### src/rtl/mct_pkg.sv
package mct_pkg;

    // Channel counts and data width.
    localparam int NUM_MATCH = 4;
    localparam int NUM_CAPT = 4;
    localparam int NUM_PWM = 3;
    localparam int DW = 32;
    localparam int AW = 8;

    // Register byte addresses.
    localparam logic [7:0] ADDR_CTRL = 8'h00;
    localparam logic [7:0] ADDR_COUNT = 8'h04;
    localparam logic [7:0] ADDR_PRESC = 8'h08;
    localparam logic [7:0] ADDR_PCNT = 8'h0c;
    localparam logic [7:0] ADDR_MCTL = 8'h10;
    localparam logic [7:0] ADDR_MOUT = 8'h14;
    localparam logic [7:0] ADDR_CCTL = 8'h18;
    localparam logic [7:0] ADDR_PWM = 8'h1c;
    localparam logic [7:0] ADDR_DMA = 8'h20;
    localparam logic [7:0] ADDR_STAT = 8'h24;
    localparam logic [7:0] ADDR_MASK = 8'h28;
    localparam logic [3:0] PAGE_MATCH = 4'h3;
    localparam logic [3:0] PAGE_CAPT = 4'h4;

    // Control register fields.
    localparam int CTRL_EN = 0;
    localparam int CTRL_EXT = 1;
    localparam int CTRL_CLR_EN = 2;
    localparam int CTRL_CLR_SEL = 4;

    // Per-channel fields, three bits per channel.
    localparam int FLD_STRIDE = 3;
    localparam int MC_INT = 0;
    localparam int MC_RST = 1;
    localparam int MC_STOP = 2;
    localparam int CC_RISE = 0;
    localparam int CC_FALL = 1;
    localparam int CC_INT = 2;

    // Match output register: actions in [7:0], pin levels in [11:8].
    localparam int MOUT_LVL = 8;
    // Status and mask layout.
    localparam int ST_CAPT = 4;

    // Reset values.
    localparam logic [31:0] RST_WORD = 32'h0000_0000;

    // Action taken on a match output pin.
    typedef enum logic [1:0] {MCT_ACT_NONE, MCT_ACT_LOW, MCT_ACT_HIGH, MCT_ACT_TOGGLE} mct_act_t;

    // Register port request.
    typedef struct packed {
        logic [AW-1:0] addr;
        logic [DW-1:0] wdata;
        logic wr;
        logic rd;
    } mct_bus_req_t;

    // Complete state of the timer.
    typedef struct packed {
        logic en;
        logic ext;
        logic clr_en;
        logic [1:0] clr_sel;
        logic [DW-1:0] tc;
        logic [DW-1:0] pr;
        logic [DW-1:0] pc;
        logic [11:0] mctl;
        logic [11:0] cctl;
        logic [NUM_MATCH-1:0][1:0] act;
        logic [NUM_MATCH-1:0] mout;
        logic [NUM_PWM-1:0] pwm;
        logic [1:0] dma_en;
        logic [1:0] dma;
        logic [7:0] stat;
        logic [7:0] mask;
        logic [NUM_MATCH-1:0][DW-1:0] msh;
        logic [NUM_MATCH-1:0][DW-1:0] mval;
        logic [NUM_CAPT-1:0][DW-1:0] cap;
        logic [2:0] ext_sy;
        logic [2:0][NUM_CAPT-1:0] cap_sy;
        logic [DW-1:0] rdata;
    } mct_state_t;

endpackage

### src/rtl/mct_timer.sv
`timescale 1ns/1ps
`default_nettype none

module mct_timer #(
    parameter int NUM_DMA = 2
) (
    input wire logic clk_in, // System clock, 10 MHz.
    input wire logic rst_n_in, // Asynchronous reset, active low.
    input wire mct_pkg::mct_bus_req_t bus_in, // Register port request.
    output logic [31:0] rdata_out, // Read data, cycle after the read strobe.
    input wire logic ext_clk_in, // External count clock pin.
    input wire logic [3:0] cap_in, // Capture input pins.
    output logic [3:0] mout_out, // Match output pins.
    output logic [1:0] dma_req_out, // One-cycle DMA request pulses.
    output logic irq_out // Level interrupt.
);

    // Only two DMA request lines exist, so wider settings are refused at elaboration.
    if (NUM_DMA < 0 || NUM_DMA > 2) begin : g_bad_dma
        $error("NUM_DMA must be 0 to 2");
    end

    localparam logic [1:0] DMA_AVAIL = 2'((1 << NUM_DMA) - 1);

    mct_pkg::mct_state_t q, d;
    logic ext_rise;
    logic clk_ev;
    logic tick;
    logic [3:0] cap_rise;
    logic [3:0] cap_fall;
    logic [3:0] cap_ev;
    logic [3:0] match_ev;
    logic rst_ev;
    logic stop_ev;
    logic cap_clr;
    logic wr_count;
    logic wr_ctrl;
    logic [3:0] sets_match;
    logic [3:0] sets_capt;
    logic [7:0] clr_stat;
    logic [31:0] rmux;
    logic [3:0] pwm_on;

    // Pick field number pos out of each three-bit channel group.
    function automatic logic [3:0] chan_bits(input logic [11:0] v, input int pos);
        logic [3:0] r;
        r = 4'h0;
        for (int i = 0; i < 4; i++) begin
            r[i] = v[i * mct_pkg::FLD_STRIDE + pos];
        end
        return r;
    endfunction

    // Read multiplexer; unmapped addresses read as zero.
    always_comb begin
        rmux = mct_pkg::RST_WORD;
        unique case (bus_in.addr)
            mct_pkg::ADDR_CTRL: rmux = 32'({q.clr_sel, 1'b0, q.clr_en, q.ext, q.en});
            mct_pkg::ADDR_COUNT: rmux = q.tc;
            mct_pkg::ADDR_PRESC: rmux = q.pr;
            mct_pkg::ADDR_PCNT: rmux = q.pc;
            mct_pkg::ADDR_MCTL: rmux = 32'(q.mctl);
            mct_pkg::ADDR_MOUT: rmux = 32'({q.mout, q.act});
            mct_pkg::ADDR_CCTL: rmux = 32'(q.cctl);
            mct_pkg::ADDR_PWM: rmux = 32'(q.pwm);
            mct_pkg::ADDR_DMA: rmux = 32'(q.dma_en);
            mct_pkg::ADDR_STAT: rmux = 32'(q.stat);
            mct_pkg::ADDR_MASK: rmux = 32'(q.mask);
            default: begin
                if (bus_in.addr[7:4] == mct_pkg::PAGE_MATCH) begin
                    rmux = q.msh[bus_in.addr[3:2]];
                end else if (bus_in.addr[7:4] == mct_pkg::PAGE_CAPT) begin
                    rmux = q.cap[bus_in.addr[3:2]];
                end
            end
        endcase
    end

    // Event decode from the present state.
    always_comb begin
        ext_rise = q.ext_sy[1] & ~q.ext_sy[2];
        // Padded to four channels so the last match pin never indexes past the PWM enables.
        pwm_on = {1'b0, q.pwm};
        // Edges are taken from the second and third stages only, so a slow edge is seen once.
        cap_rise = q.cap_sy[1] & ~q.cap_sy[2];
        cap_fall = ~q.cap_sy[1] & q.cap_sy[2];
        clk_ev = q.ext ? ext_rise : 1'b1;
        tick = q.en && clk_ev && (q.pc == q.pr);
        for (int i = 0; i < 4; i++) begin
            match_ev[i] = tick && (q.tc == q.mval[i]);
        end
        rst_ev = |(match_ev & chan_bits(q.mctl, mct_pkg::MC_RST));
        stop_ev = |(match_ev & chan_bits(q.mctl, mct_pkg::MC_STOP));
        cap_ev = (cap_rise & chan_bits(q.cctl, mct_pkg::CC_RISE)) | (cap_fall & chan_bits(q.cctl, mct_pkg::CC_FALL));
        cap_clr = q.clr_en && cap_ev[q.clr_sel];
        sets_match = match_ev & chan_bits(q.mctl, mct_pkg::MC_INT);
        sets_capt = cap_ev & chan_bits(q.cctl, mct_pkg::CC_INT);
        wr_count = bus_in.wr && (bus_in.addr == mct_pkg::ADDR_COUNT);
        wr_ctrl = bus_in.wr && (bus_in.addr == mct_pkg::ADDR_CTRL);
        clr_stat = (bus_in.wr && bus_in.addr == mct_pkg::ADDR_STAT) ? bus_in.wdata[7:0] : 8'h00;
    end

    // Next-state logic; software writes come last so they win over counting.
    always_comb begin
        d = q;
        d.ext_sy = {q.ext_sy[1:0], ext_clk_in};
        d.cap_sy = {q.cap_sy[1:0], cap_in};
        // Prescaler counts input clocks and wraps at its limit.
        if (q.en && clk_ev) begin
            if (tick) begin
                d.pc = mct_pkg::RST_WORD;
                if (rst_ev) begin
                    d.tc = mct_pkg::RST_WORD;
                end else if (!stop_ev) begin
                    d.tc = q.tc + 32'h0000_0001;
                end
            end else begin
                d.pc = q.pc + 32'h0000_0001;
            end
        end
        if (stop_ev) begin
            d.en = 1'b0;
        end
        // Active match values follow the shadows only at a period boundary or while idle.
        if (rst_ev || !q.en) begin
            d.mval = q.msh;
        end
        // Match pins: PWM channels fall at the period start and rise on their own match.
        for (int i = 0; i < 4; i++) begin
            if (pwm_on[i] && rst_ev) begin
                d.mout[i] = 1'b0;
            end
            if (match_ev[i]) begin
                if (pwm_on[i]) begin
                    d.mout[i] = 1'b1;
                end else begin
                    unique case (mct_pkg::mct_act_t'(q.act[i]))
                        mct_pkg::MCT_ACT_NONE: d.mout[i] = q.mout[i];
                        mct_pkg::MCT_ACT_LOW: d.mout[i] = 1'b0;
                        mct_pkg::MCT_ACT_HIGH: d.mout[i] = 1'b1;
                        mct_pkg::MCT_ACT_TOGGLE: d.mout[i] = ~q.mout[i];
                    endcase
                end
            end
        end
        d.dma = match_ev[1:0] & q.dma_en & DMA_AVAIL;
        // Captures snapshot the count as it stands before this edge.
        for (int c = 0; c < 4; c++) begin
            if (cap_ev[c]) begin
                d.cap[c] = q.tc;
            end
        end
        if (cap_clr) begin
            d.tc = mct_pkg::RST_WORD;
            d.pc = mct_pkg::RST_WORD;
        end
        // Sticky status: a new event wins over a clear in the same cycle.
        d.stat = (q.stat & ~clr_stat) | {sets_capt, sets_match};
        // Register writes.
        if (bus_in.wr) begin
            unique case (bus_in.addr)
                mct_pkg::ADDR_CTRL: begin
                    d.en = bus_in.wdata[mct_pkg::CTRL_EN];
                    d.ext = bus_in.wdata[mct_pkg::CTRL_EXT];
                    d.clr_en = bus_in.wdata[mct_pkg::CTRL_CLR_EN];
                    d.clr_sel = bus_in.wdata[mct_pkg::CTRL_CLR_SEL +: 2];
                end
                mct_pkg::ADDR_COUNT: d.tc = bus_in.wdata;
                mct_pkg::ADDR_PRESC: d.pr = bus_in.wdata;
                mct_pkg::ADDR_MCTL: d.mctl = bus_in.wdata[11:0];
                mct_pkg::ADDR_MOUT: begin
                    d.act = bus_in.wdata[7:0];
                    d.mout = bus_in.wdata[mct_pkg::MOUT_LVL +: 4];
                end
                mct_pkg::ADDR_CCTL: d.cctl = bus_in.wdata[11:0];
                mct_pkg::ADDR_PWM: d.pwm = bus_in.wdata[2:0];
                mct_pkg::ADDR_DMA: d.dma_en = bus_in.wdata[1:0];
                mct_pkg::ADDR_MASK: d.mask = bus_in.wdata[7:0];
                default: begin
                    if (bus_in.addr[7:4] == mct_pkg::PAGE_MATCH) begin
                        d.msh[bus_in.addr[3:2]] = bus_in.wdata;
                    end
                end
            endcase
        end
        // Read data stands for exactly one cycle.
        d.rdata = bus_in.rd ? rmux : mct_pkg::RST_WORD;
    end

    // The whole state is one register.
    always_ff @(posedge clk_in or negedge rst_n_in) begin
        if (!rst_n_in) begin
            q <= '0;
        end else begin
            q <= d;
        end
    end

    // Outputs come straight from flops; the interrupt is a gate on the eight status and eight mask flops.
    assign rdata_out = q.rdata;
    assign mout_out = q.mout;
    assign dma_req_out = q.dma;
    assign irq_out = |(q.stat & q.mask);
endmodule

`default_nettype wire

### config.mk
export PLATFORM = sky130hd
export DESIGN_NAME = mct_timer
export DESIGN_NICKNAME = d
export VERILOG_FILES = /design/src/rtl/mct_pkg.sv /design/src/rtl/mct_timer.sv
export SDC_FILE = /design/constraint.sdc
export NUM_CORES = 1
export LEC_CHECK = 0
export ABC_AREA = 1
export BUFFER_PORTS_ARGS = -buffer_cell sky130_fd_sc_hd__buf_2
export CAP_MARGIN = 5
export CORE_ASPECT_RATIO = 1.1
export CORE_MARGIN = 2
export CORE_UTILIZATION = 48
export CTS_CLUSTER_DIAMETER = 100
export DETAILED_ROUTE_END_ITERATION = 8
export PLACE_DENSITY = 0.6
export SLEW_MARGIN = 40
export SYNTH_ARGS = -nofsm -noshare
export SYNTH_HDL_FRONTEND = slang
export SYNTH_SLANG_ARGS = --single-unit
### constraint.sdc
create_clock -name clk_in -period 2.7 [get_ports clk_in]
set_input_delay 0.27 -clock clk_in [delete_from_list [all_inputs] [get_ports clk_in]]
set_output_delay 0.27 -clock clk_in [all_outputs]
set_load 0.01 [all_outputs]
==> results of run 1 <==
## layout make-up
cell class | instances | area (um^2)
well taps | 768 | 961
inverters | 350 | 1320
multi-input cells | 2455 | 11900
flip-flops and latches | 591 | 14800
clock inverters | 16 | 184
clock buffers | 99 | 2010
repair buffers | 309 | 2620
fillers | 5552 | 26200
## cells in the final DEF (no fill, tap or decap), types with 5 or more instances in the layout
master and n:
o21ai_1 14, a22oi_1 32, a211oi_1 16, a21oi_1 159, clkinv_1 5, buf_4 151, nand4_1 26, nand3_1 152
xor2_1 72, nor2_1 225, o21ai_0 382, clkinvlp_4 7, dfrtp_1 574, nand2_1 985, clkbuf_1 13, dfrtp_2 17
inv_1 324, o22ai_1 137, inv_2 19, nor4_1 12, xnor2_1 8, buf_12 22, nor2_2 10, clkbuf_8 17
o31ai_1 15, o21ai_2 50, dlygate4sd3_1 37, nand2_2 17, nor2_4 7, buf_6 5, clkbuf_16 72, nor3_1 95
buf_2 86
## worst max-delay path: cells and delay by family (launching register included)
kind	cells	cell delay, ps
AO/OA/AOI/OAI	1	50
buffers and inverters	3	490
flip-flops	1	460
AND/OR/NAND/NOR	12	1560
## final timing paths
kind                                      endpoint  slack (ps)  cells past startpoint
max                             q[253]$_DFFE_PN0P_          70                     16
min                               q[579]$_DFF_PN0_         110                      3
max reg2reg                     q[253]$_DFFE_PN0P_          70                     16
min reg2reg                        d[42]$_DFF_PN0_         350                      0
max in group asynchronous  rdata_out[31]$_DFF_PN0_        1500                      3
min in group asynchronous        q[84]$_DFFE_PN0N_         190                      2
## Yosys cell counts, drive strengths merged, types with 15 or more instances
| library cell | instances | area, um^2 |
|---|---|---|
| inv | 344 | 1290 |
| o31ai | 15 | 113 |
| a21oi | 159 | 796 |
| nand2 | 1003 | 3780 |
| o21ai | 446 | 2420 |
| nand3 | 153 | 766 |
| dfrtp | 591 | 14800 |
| xor2 | 72 | 631 |
| a22oi | 32 | 240 |
| buf | 131 | 880 |
| clkbuf | 116 | 438 |
| nor3 | 99 | 516 |
| nor2 | 242 | 953 |
| nand4 | 26 | 163 |
| nor4 | 15 | 100 |
| o22ai | 137 | 857 |
| a211oi | 16 | 120 |
## per-stage QoR
| stage | hold WS, ps | total power [mW] |
|---|---|---|
| final | 112 | 24.6 |
| after global routing | 135 | 25.8 |
| after CTS | 93.4 | 24.6 |
| after detailed placement | 226 | 15.4 |
| after global placement | 226 | 15.2 |
| after floorplan | -25.6 | 13.7 |
## report_power, final
part	switching, mW	internal (mW)	leakage [nW]
registers	1.03	10.1	7.79
clock network	3.78	5.43	1.06
logic	2.70	1.58	7.33
total	7.51	17.1	16.2
## flip-flops by register name, summed over array words and instances, names as in the netlist
signal	flops
q	540
rdata_out	32
d	10
mout_out	4
pwm_on	3
dma_req_out	2
## kinds of logic (layout without fill, tap and decap cells)
group | after synthesis | count (layout)
AOI/OAI and AO/OA | 824 | 824
xor gates and xnor gates | 80 | 80
adders and majority gates | 2 | 2
buffers and inverters | 597 | 774
DFF | 591 | 591
and+or+nand+nor | 1547 | 1549
## repair_timing
action,CTS,global route
endpoints found under the hold margin,123,0
resized for setup,7,34
hold buffers,37,0
gates cloned,0,6
pin swaps,0,2
endpoints found under the setup margin,125,165
setup buffers,0,6
## routing by layer
layer | vias to the layer above | GRT usage [%] | wire, um
met3 | 173 | 5.65 | 7900
li1 | 12100 | - | -
met5 | - | 0 | 0
met1 | 12900 | 47.1 | 45400
met2 | 1072 | 52.2 | 48400
met4 | 0 | 10.2 | 2840
==> results.sh, run 1 <==
export IMPL_htree_num_levels=3
export IMPL_crit_path_max_fanout=15
export IMPL_critical_path_class="reg2reg"
export IMPL_design_die_area_um2=62800
export IMPL_grt_max_degree=96
export IMPL_endpoint_kind="flop"
export IMPL_ant_nets=0
export IMPL_grt_pass1_wl_mm=158
export IMPL_crit_chain="inv_1 -> nand2_1 -> nand2_1 -> nor2_1 -> nand2_1 -> nor2_2 -> nand2_1 -> nor2_2 -> nand3_1 -> nand2_1 -> nor2_4 -> buf_4 -> nand2_4 -> buf_6 -> nand2_1 -> o21ai_2"
export IMPL_postSynthCellCount=3641
export IMPL_portBuffers=87
export IMPL_synthAdderAreaFrac_pct=0.0857
export IMPL_vias=26300
export IMPL_io_pins=88
export IMPL_synth_compound_area_share_pct=16.1
export IMPL_critPathLaunch="q[571]$_DFF_PN0_"
export IMPL_fmax_ghz=0.381
export IMPL_first_pass_iters=6
export IMPL_required_ps=3230
export IMPL_yosysWarnings=0
export IMPL_outcome="finished, final reports clean"
export IMPL_worst_pin_slew_ps=816
export IMPL_drive_above_1_share_pct=13.3
export IMPL_synth_edf_count=0
export IMPL_row_count=94
export IMPL_synth_main_ff_cell="dfrtp_1"
export IMPL_cp_slowest_cell="dfrtp_2"
export IMPL_core_area_um2=60000
export IMPL_fin_tns_setup_ps=0
export IMPL_synth_async_reset_ratio_pct=100
export IMPL_layout_setup_ws_ps=72.4
export IMPL_synth_seq_cells=591
export IMPL_via_per_inst=5.74
export IMPL_yosysSeqAreaShare_pct=50.7
export IMPL_r2r_start="q[571]$_DFF_PN0_"
export IMPL_synth_area_per_cell_um2=8.02
export IMPL_areaGrowthSynthToFinish_pct=15.8
export IMPL_clock_sinks=591
export IMPL_irDropWorstVdd_v=0.000584
export IMPL_cts_root_buffer="clkbuf_16"
export IMPL_cts_made_buffers=66
export IMPL_track_usage_pct=33.2
export IMPL_final_hold_viol_count=0
export IMPL_initial_utilization_pct=48.7
export IMPL_global_route_overflow_total=0
export IMPL_drv_slew=0
export IMPL_post_route_period_util_pct=97.3
export IMPL_cpPeakStageDelay_ps=460
export IMPL_final_cell_area_um2=33800
export IMPL_die_width_um=239
export IMPL_synth_xor_area_share_pct=2.40
export IMPL_post_place_cells=4424
export IMPL_slew_headroom_pct=45.6
export IMPL_wire_per_inst_um=22.8
export IMPL_start_kind="flop"
export IMPL_antenna_cells=0
export IMPL_postPlaceCellArea_um2=31000
export IMPL_arrival_ps=3160
export IMPL_synth_nets=3692
export IMPL_final_util_pct=56.3
export IMPL_cts_tree="done"
export IMPL_post_dp_hpwl_mm=72.2
export IMPL_hold_class="in2reg"
export IMPL_post_route_drc_count=0
export IMPL_antenna_found_initial=2
export IMPL_finalNonFillerCells=4588
export IMPL_p_per_area_nw_per_um2=729
export IMPL_synthDistinctLibCells=48
export IMPL_pre_cts_ws_ps=-65.6
export IMPL_yosys_area_share_simple_pct=21.7
export IMPL_clk_latency_ps=620
export IMPL_synth_area_mux_share_pct=0
export IMPL_die_height_um=263
export IMPL_drv_cap=0
export IMPL_cts_buffer_depth=3
export IMPL_min_period_ps=2630
export IMPL_p_leak_nw=16.2
export IMPL_setup_viol=0
export IMPL_hold_path_startpoint="bus_in[27]"
export IMPL_fin_worst_skew_ps=31.0
export IMPL_detail_route_wirelength_mm=105
export IMPL_clk_pin_slew_ps=60
export IMPL_synth_top_family_by_area="simple AND/OR/NAND/NOR gates"
export IMPL_cpMostUsedCell="nand2_1"
export IMPL_first_iter_violations=2804
export IMPL_routabilityCongestion=0.957
export IMPL_netlist_area_um2=29200
export IMPL_fin_nets=3824
export IMPL_grt_pass1_vias=25900
No activity file was read; power rests on OpenSTA's default activity.
==> run 2: changes to the inputs <==
Settings changed: ABC_AREA 1 to unset, CORE_MARGIN 2 to 3.
Clock period 2.7 ns to 3.3 ns, I/O delays scaled along.
==> run 2 against run 1 <==
  * Routed wire length shrank 13%
  * Combinational power down 47%
  * Critical path depth shrank 6
  * Sequential power fell by 24%
  * Via count decreased by 28%
  * Count of clock-buffer cells in the layout fell by 13
  * Sequential share of layout area up 3.0 points
  * Non-clock buffer count decreased by 105
  * Clock skew decreased by 1.0 ps
  * Power fell by 28%
  * Critical endpoint is now q[183]$_DFFE_PN0P_
  * Largest cell class unchanged
==> results.sh, run 2 <==
export IMPL_outcome="finished, final reports clean"
export IMPL_hold_class="in2reg"
export IMPL_grt_max_degree=98
export IMPL_layout_common_cells="591 x dfrtp_1, 322 x mux2_2, 169 x xnor2_1"
export IMPL_cts_setup_buffers=0
export IMPL_r2r_setup_slack_ps=50
export IMPL_synth_async_reset_ratio_pct=100
export IMPL_endpoint_kind="flop"
export IMPL_setup_viol=0
export IMPL_die_height_um=259
export IMPL_synth_seq_cells=591
export IMPL_top_register="q"
export IMPL_yosysWarnings=0
export IMPL_areaGrowthSynthToFinish_pct=12.9
export IMPL_min_period_ps=3250
export IMPL_drv_slew=0
export IMPL_critical_path_class="reg2reg"
export IMPL_row_count=92
export IMPL_fill_cells=4760
export IMPL_fin_nets=2251
export IMPL_design_die_area_um2=61200
export IMPL_start_kind="flop"
export IMPL_htree_num_levels=2
export IMPL_arrival_ps=3750
export IMPL_power_mw=17.8
export IMPL_synthDistinctLibCells=62
export IMPL_final_cell_area_um2=31600
export IMPL_met3_length_mm=6.40
export IMPL_pre_cts_ws_ps=-116
export IMPL_yosysSeqAreaShare_pct=52.9
export IMPL_drv_cap=0
export IMPL_synth_edf_count=0
export IMPL_fin_worst_skew_ps=29.9
export IMPL_critPathLaunch="q[554]$_DFF_PN0_"
export IMPL_required_ps=3800
export IMPL_irDropWorstVdd_v=0.000383
export IMPL_worst_pin_slew_ps=852
export IMPL_reg2reg_to="q[183]$_DFFE_PN0P_"
export IMPL_finalNonFillerCells=3002
export IMPL_fmax_ghz=0.308
export IMPL_final_common_cell="dfrtp_1"
export IMPL_clk_pin_slew_ps=60
export IMPL_detail_route_wirelength_mm=90.8
export IMPL_drive_above_1_share_pct=31.9
export IMPL_core_area_um2=57400
export IMPL_first_iter_violations=2249
export IMPL_netlist_area_um2=28000
export IMPL_io_pins=88
export IMPL_synth_nets=2181
export IMPL_final_hold_viol_count=0
export IMPL_synth_area_per_cell_um2=13.1
export IMPL_cts_root_buffer="clkbuf_16"
export IMPL_p_leak_nw=14.5
export IMPL_global_route_overflow_total=0
export IMPL_met1Wirelength_mm=38.2
export IMPL_postSynthCellCount=2130
export IMPL_layout_setup_ws_ps=54.9
export IMPL_portBuffers=87
export IMPL_reg2reg_depth=10
export IMPL_wire_per_inst_um=30.3
export IMPL_r2r_start="q[554]$_DFF_PN0_"
export IMPL_post_place_cells=2880
export IMPL_yosysMostFrequentCell="dfrtp_1"
export IMPL_die_width_um=236
export IMPL_post_route_drc_count=0
export IMPL_initial_utilization_pct=48.7
export IMPL_routabilityCongestion=1.04
export IMPL_track_usage_pct=29.6
export IMPL_synth_largest_area_cell="dfrtp_1"
export IMPL_ant_nets=0
export IMPL_largest_reg_flops=540
export IMPL_post_dp_hpwl_mm=61.7
export IMPL_min_to="q[580]$_DFF_PN0_"
export IMPL_final_util_pct=54.9
export IMPL_rsz0062_at_grt="false"
export IMPL_grt_pass1_wl_mm=134
export IMPL_p_per_area_nw_per_um2=564
export IMPL_cts_tree="done"
export IMPL_vias=19100
export IMPL_hold_path_startpoint="bus_in[28]"
export IMPL_cts_made_buffers=60
export IMPL_yosys_top_cells_area="dfrtp_1 53%, mux2_2 13%, xnor2_1 5.4%"
export IMPL_synth_main_ff_cell="dfrtp_1"
export IMPL_clock_sinks=591
export IMPL_top_layer_used="met4"
export IMPL_yosys_top_cells_count="591 x dfrtp_1, 322 x mux2_2, 172 x xnor2_1, 121 x mux2_1, 95 x nand2_1"
export IMPL_postPlaceCellArea_um2=29400
export IMPL_crit_path_max_fanout=28
export IMPL_antenna_found_initial=2
export IMPL_via_per_inst=6.35
export IMPL_grt_pass1_vias=19300
export IMPL_slew_headroom_pct=43.2
export IMPL_clk_latency_ps=650
export IMPL_dr_wl_met2_mm=41.4
export IMPL_synthDominantCellAreaShare_pct=52.9
export IMPL_first_pass_iters=6
export IMPL_cts_buffer_depth=3
export IMPL_min_path_cells=2
export IMPL_post_route_period_util_pct=98.3
-- run 2: changes by cell type in the layout (fill, tap and decap cells not counted), sizes merged, moves of 65 or more --
cell and delta:
mux2 +443, xnor2 +164, a21oi -124, nand2 -909, buf -74, mux4 +65, nor3 -72, inv -329
nand3 -109, o22ai -135, o21ai -408, nor2 -177
-- run 2: kinds of logic after synthesis --
logic type | Yosys count | synth area share, %
flip-flops | 591 | 52.9
multiplexers | 508 | 23.1
AND/OR/NAND/NOR | 364 | 6.72
AO/OA/AOI/OAI | 240 | 6.42
buffers and inverters | 213 | 4.17
XOR/XNOR | 212 | 6.64
adder cells (fa/ha/maj) | 2 | 0.0895
-- run 2: critical path: stages (launching register included) --
cell and delay, ps:
dfrtp_1 680, buf_4 250, xnor2_1 170, nand4_1 150
nor4_2 480, nand3_1 180, a31oi_2 260, a21oi_2 120
nand2_8 230, buf_12 230, mux2_1 350
-- run 2: final cells by class --
class / instances / area, um^2 / area share (%)
Clock inverter: 25 / 274 / 0.868
Multi-Input combinational cell: 1326 / 12100 / 38.4
Sequential cell: 591 / 14800 / 46.9
Inverter: 17 / 63.8 / 0.202
Tap cell: 752 / 941 / 2.98
Clock buffer: 86 / 1770 / 5.61
Timing Repair Buffer: 204 / 1590 / 5.05
Antenna cell: 1 / 2.50 / 0.00793
-- run 2: how the worst max path moves through the flow --
stage	cells after the start	slack, ps	endpoint
after floorplan	11	860	q[175]$_DFFE_PN0P_
after global placement	9	-90	q[272]$_DFFE_PN0P_
after detailed placement	9	-120	q[278]$_DFFE_PN0P_
after CTS	10	70	q[183]$_DFFE_PN0P_
after global routing	9	1	q[217]$_DFFE_PN0P_
final	10	50	q[183]$_DFFE_PN0P_
-- run 2: power by group --
part	switching, mW	internal, mW	leakage (nW)	total, mW
sequential	0.609	7.86	8.02	8.46
clock	2.98	4.11	1.00	7.09
combinational	1.22	1.04	5.52	2.26
total	4.81	13.0	14.5	17.8
-- run 2: metal layers --
layer  up-vias  track usage [%]
met5         -                0
met4         0             13.5
met3       238             5.21
met2       868             46.0
met1     10100             40.8
li1       7891                -
-- run 2: stage by stage --
stage	TNS (ps)	hold slack, ps
2_1_floorplan	0	34.4
3_3_place_gp	-6330	337
3_5_place_dp	-9320	336
4_1_cts	0	7.31
5_1_grt	0	23.0
6_report	0	28.0
-- run 2: repair_timing --
action | in CTS | in global routing
hold endpoints to repair | 60 | 0
hold buffers | 9 | 0
resized for setup | 1 | 2
pin swaps | 0 | 0
setup endpoints to repair | 122 | 116
==> run 3: changes to the inputs <==
Settings changed: ABC_AREA set to 1, CORE_ASPECT_RATIO 1.1 to 0.7, CTS_BUF_LIST set to sky130_fd_sc_hd__clkbuf_16.
==> run 3 against run 2 <==
  * Highest routed layer unchanged
  * Core utilization up 0.51 points
  * Fmax increased by 5.3%
  * Critical endpoint is now q[574]$_DFF_PN0_
  * Cell count up 51%
==> results.sh, run 3 (synthesized netlist as in run 1, its figures left out) <==
export IMPL_track_usage_pct=33.7
export IMPL_crit_path_max_fanout=41
export IMPL_antenna_found_initial=0
export IMPL_irDropWorstVdd_v=0.000397
export IMPL_fill_cells=5573
export IMPL_wire_per_inst_um=23.7
export IMPL_cts_root_buffer="clkbuf_16"
export IMPL_ant_nets=0
export IMPL_clock_sinks=591
export IMPL_io_pins=88
export IMPL_post_route_period_util_pct=93.4
export IMPL_post_dp_hpwl_mm=74.8
export IMPL_vias=26400
export IMPL_top_register="q"
export IMPL_die_width_um=301
export IMPL_hold_class="in2reg"
export IMPL_cts_made_buffers=58
export IMPL_post_route_drc_count=0
export IMPL_cts_buffer_depth=3
export IMPL_largest_reg_flops=540
export IMPL_clk_latency_ps=640
export IMPL_drive_above_1_share_pct=10.8
export IMPL_die_height_um=212
export IMPL_fmax_ghz=0.324
export IMPL_fin_tns_setup_ps=0
export IMPL_critical_path_class="reg2reg"
export IMPL_routabilityCongestion=1.00
export IMPL_row_count=74
export IMPL_first_iter_violations=2936
export IMPL_global_route_overflow_total=0
export IMPL_drv_cap=0
export IMPL_portBuffers=87
export IMPL_p_leak_nw=15.7
export IMPL_arrival_ps=3640
export IMPL_rsz0062_at_grt="false"
export IMPL_layout_common_cells="988 x nand2_1, 587 x dfrtp_1, 383 x o21ai_0"
export IMPL_start_kind="flop"
export IMPL_worst_pin_slew_ps=900
export IMPL_design_die_area_um2=63900
export IMPL_cts_tree="done"
export IMPL_p_per_area_nw_per_um2=588
export IMPL_clk_pin_slew_ps=70
export IMPL_detail_route_wirelength_mm=108
export IMPL_fin_nets=3751
export IMPL_endpoint_kind="flop"
export IMPL_first_pass_iters=6
export IMPL_areaGrowthSynthToFinish_pct=12.6
export IMPL_drv_slew=0
export IMPL_final_hold_viol_count=0
export IMPL_via_per_inst=5.81
export IMPL_setup_viol=0
export IMPL_power_mw=19.3
export IMPL_htree_num_levels=2
export IMPL_grt_pass1_vias=25300
export IMPL_fin_worst_skew_ps=25.9
export IMPL_final_common_cell="nand2_1"
export IMPL_core_area_um2=59300
export IMPL_required_ps=3850
export IMPL_outcome="finished, final reports clean"
export IMPL_grt_max_degree=94
export IMPL_initial_utilization_pct=49.3
export IMPL_grt_pass1_wl_mm=162
export IMPL_min_period_ps=3080
export IMPL_slew_headroom_pct=39.6
## run 3: critical path, cell delays in order, from the launching register on
cell and delay [ps]:
dfrtp_1 560, inv_2 230, nand2_1 100, nand2_1 50, nor2_1 140, nand2_1 80, nor2_1 240, nand2_1 250
nor2_2 310, nand4_1 120, nand2_1 130, nor2_4 50, buf_4 280, a21oi_1 200, nand2_1 110, nand2_1 110
## run 3: power by group
group	switching (mW)	internal, mW	total [mW]
combinational	2.20	1.23	3.43
sequential	0.815	8.27	9.08
clock	3.01	3.81	6.82
## run 3: what timing repair did
action,4_1_cts,5_1_grt
endpoints found under the hold margin,99,0
resized for setup,0,4
hold buffers,34,0
setup buffers,0,3
setup endpoints to repair,0,157
## run 3: final cells by class
| class | instances | area, um^2 | area share, % |
|---|---|---|---|
| flip-flops and latches | 591 | 14800 | 45.0 |
| multi-input cells | 2453 | 11800 | 36.0 |
| repair buffers | 246 | 2030 | 6.18 |
| clock buffers | 58 | 1450 | 4.42 |
| inverters | 350 | 1320 | 4.01 |
| well taps | 798 | 998 | 3.04 |
| clock inverters | 49 | 442 | 1.34 |
| diodes | 1 | 2.50 | 0.00761 |
## run 3: final timing paths
check / from / cells after the start / endpoint / slack (ps)
worst max-delay path: q[574]$_DFF_PN0_ / 15 / q[574]$_DFF_PN0_ / 220
worst min-delay path: bus_in[11] / 3 / mout_out[1]$_DFF_PN0_ / 30
worst max register to register: q[574]$_DFF_PN0_ / 15 / q[574]$_DFF_PN0_ / 220
worst min register to register: d[38]$_DFF_PN0_ / 0 / d[42]$_DFF_PN0_ / 340
max in group asynchronous: rst_n_in / 3 / q[432]$_DFFE_PN0P_ / 2050
min in group asynchronous: rst_n_in / 2 / q[131]$_DFFE_PN0N_ / 290
## run 3: per-stage QoR
step                instance area, um^2  cells  worst slack [ps]  utilization [%]  hold WS (ps)
finish                            32900   4546               217             55.5          29.2
global route                      32900   4545              37.3             55.5          17.4
CTS                               32800   4542              71.3             55.4         0.712
detailed placement                30600   4401              78.0             51.6           336
global placement                  30600   4401               110             51.6           333
floorplan                         29200   3641              1300                -          34.4
## run 3: per-layer routing
layer,global-route usage (%),vias up,wire length (um)
met4,13.8,0,4770
met1,49.4,13000,47800
li1,-,12000,-
met5,0,-,0
met3,5.19,214,9080
met2,50.0,1255,45900
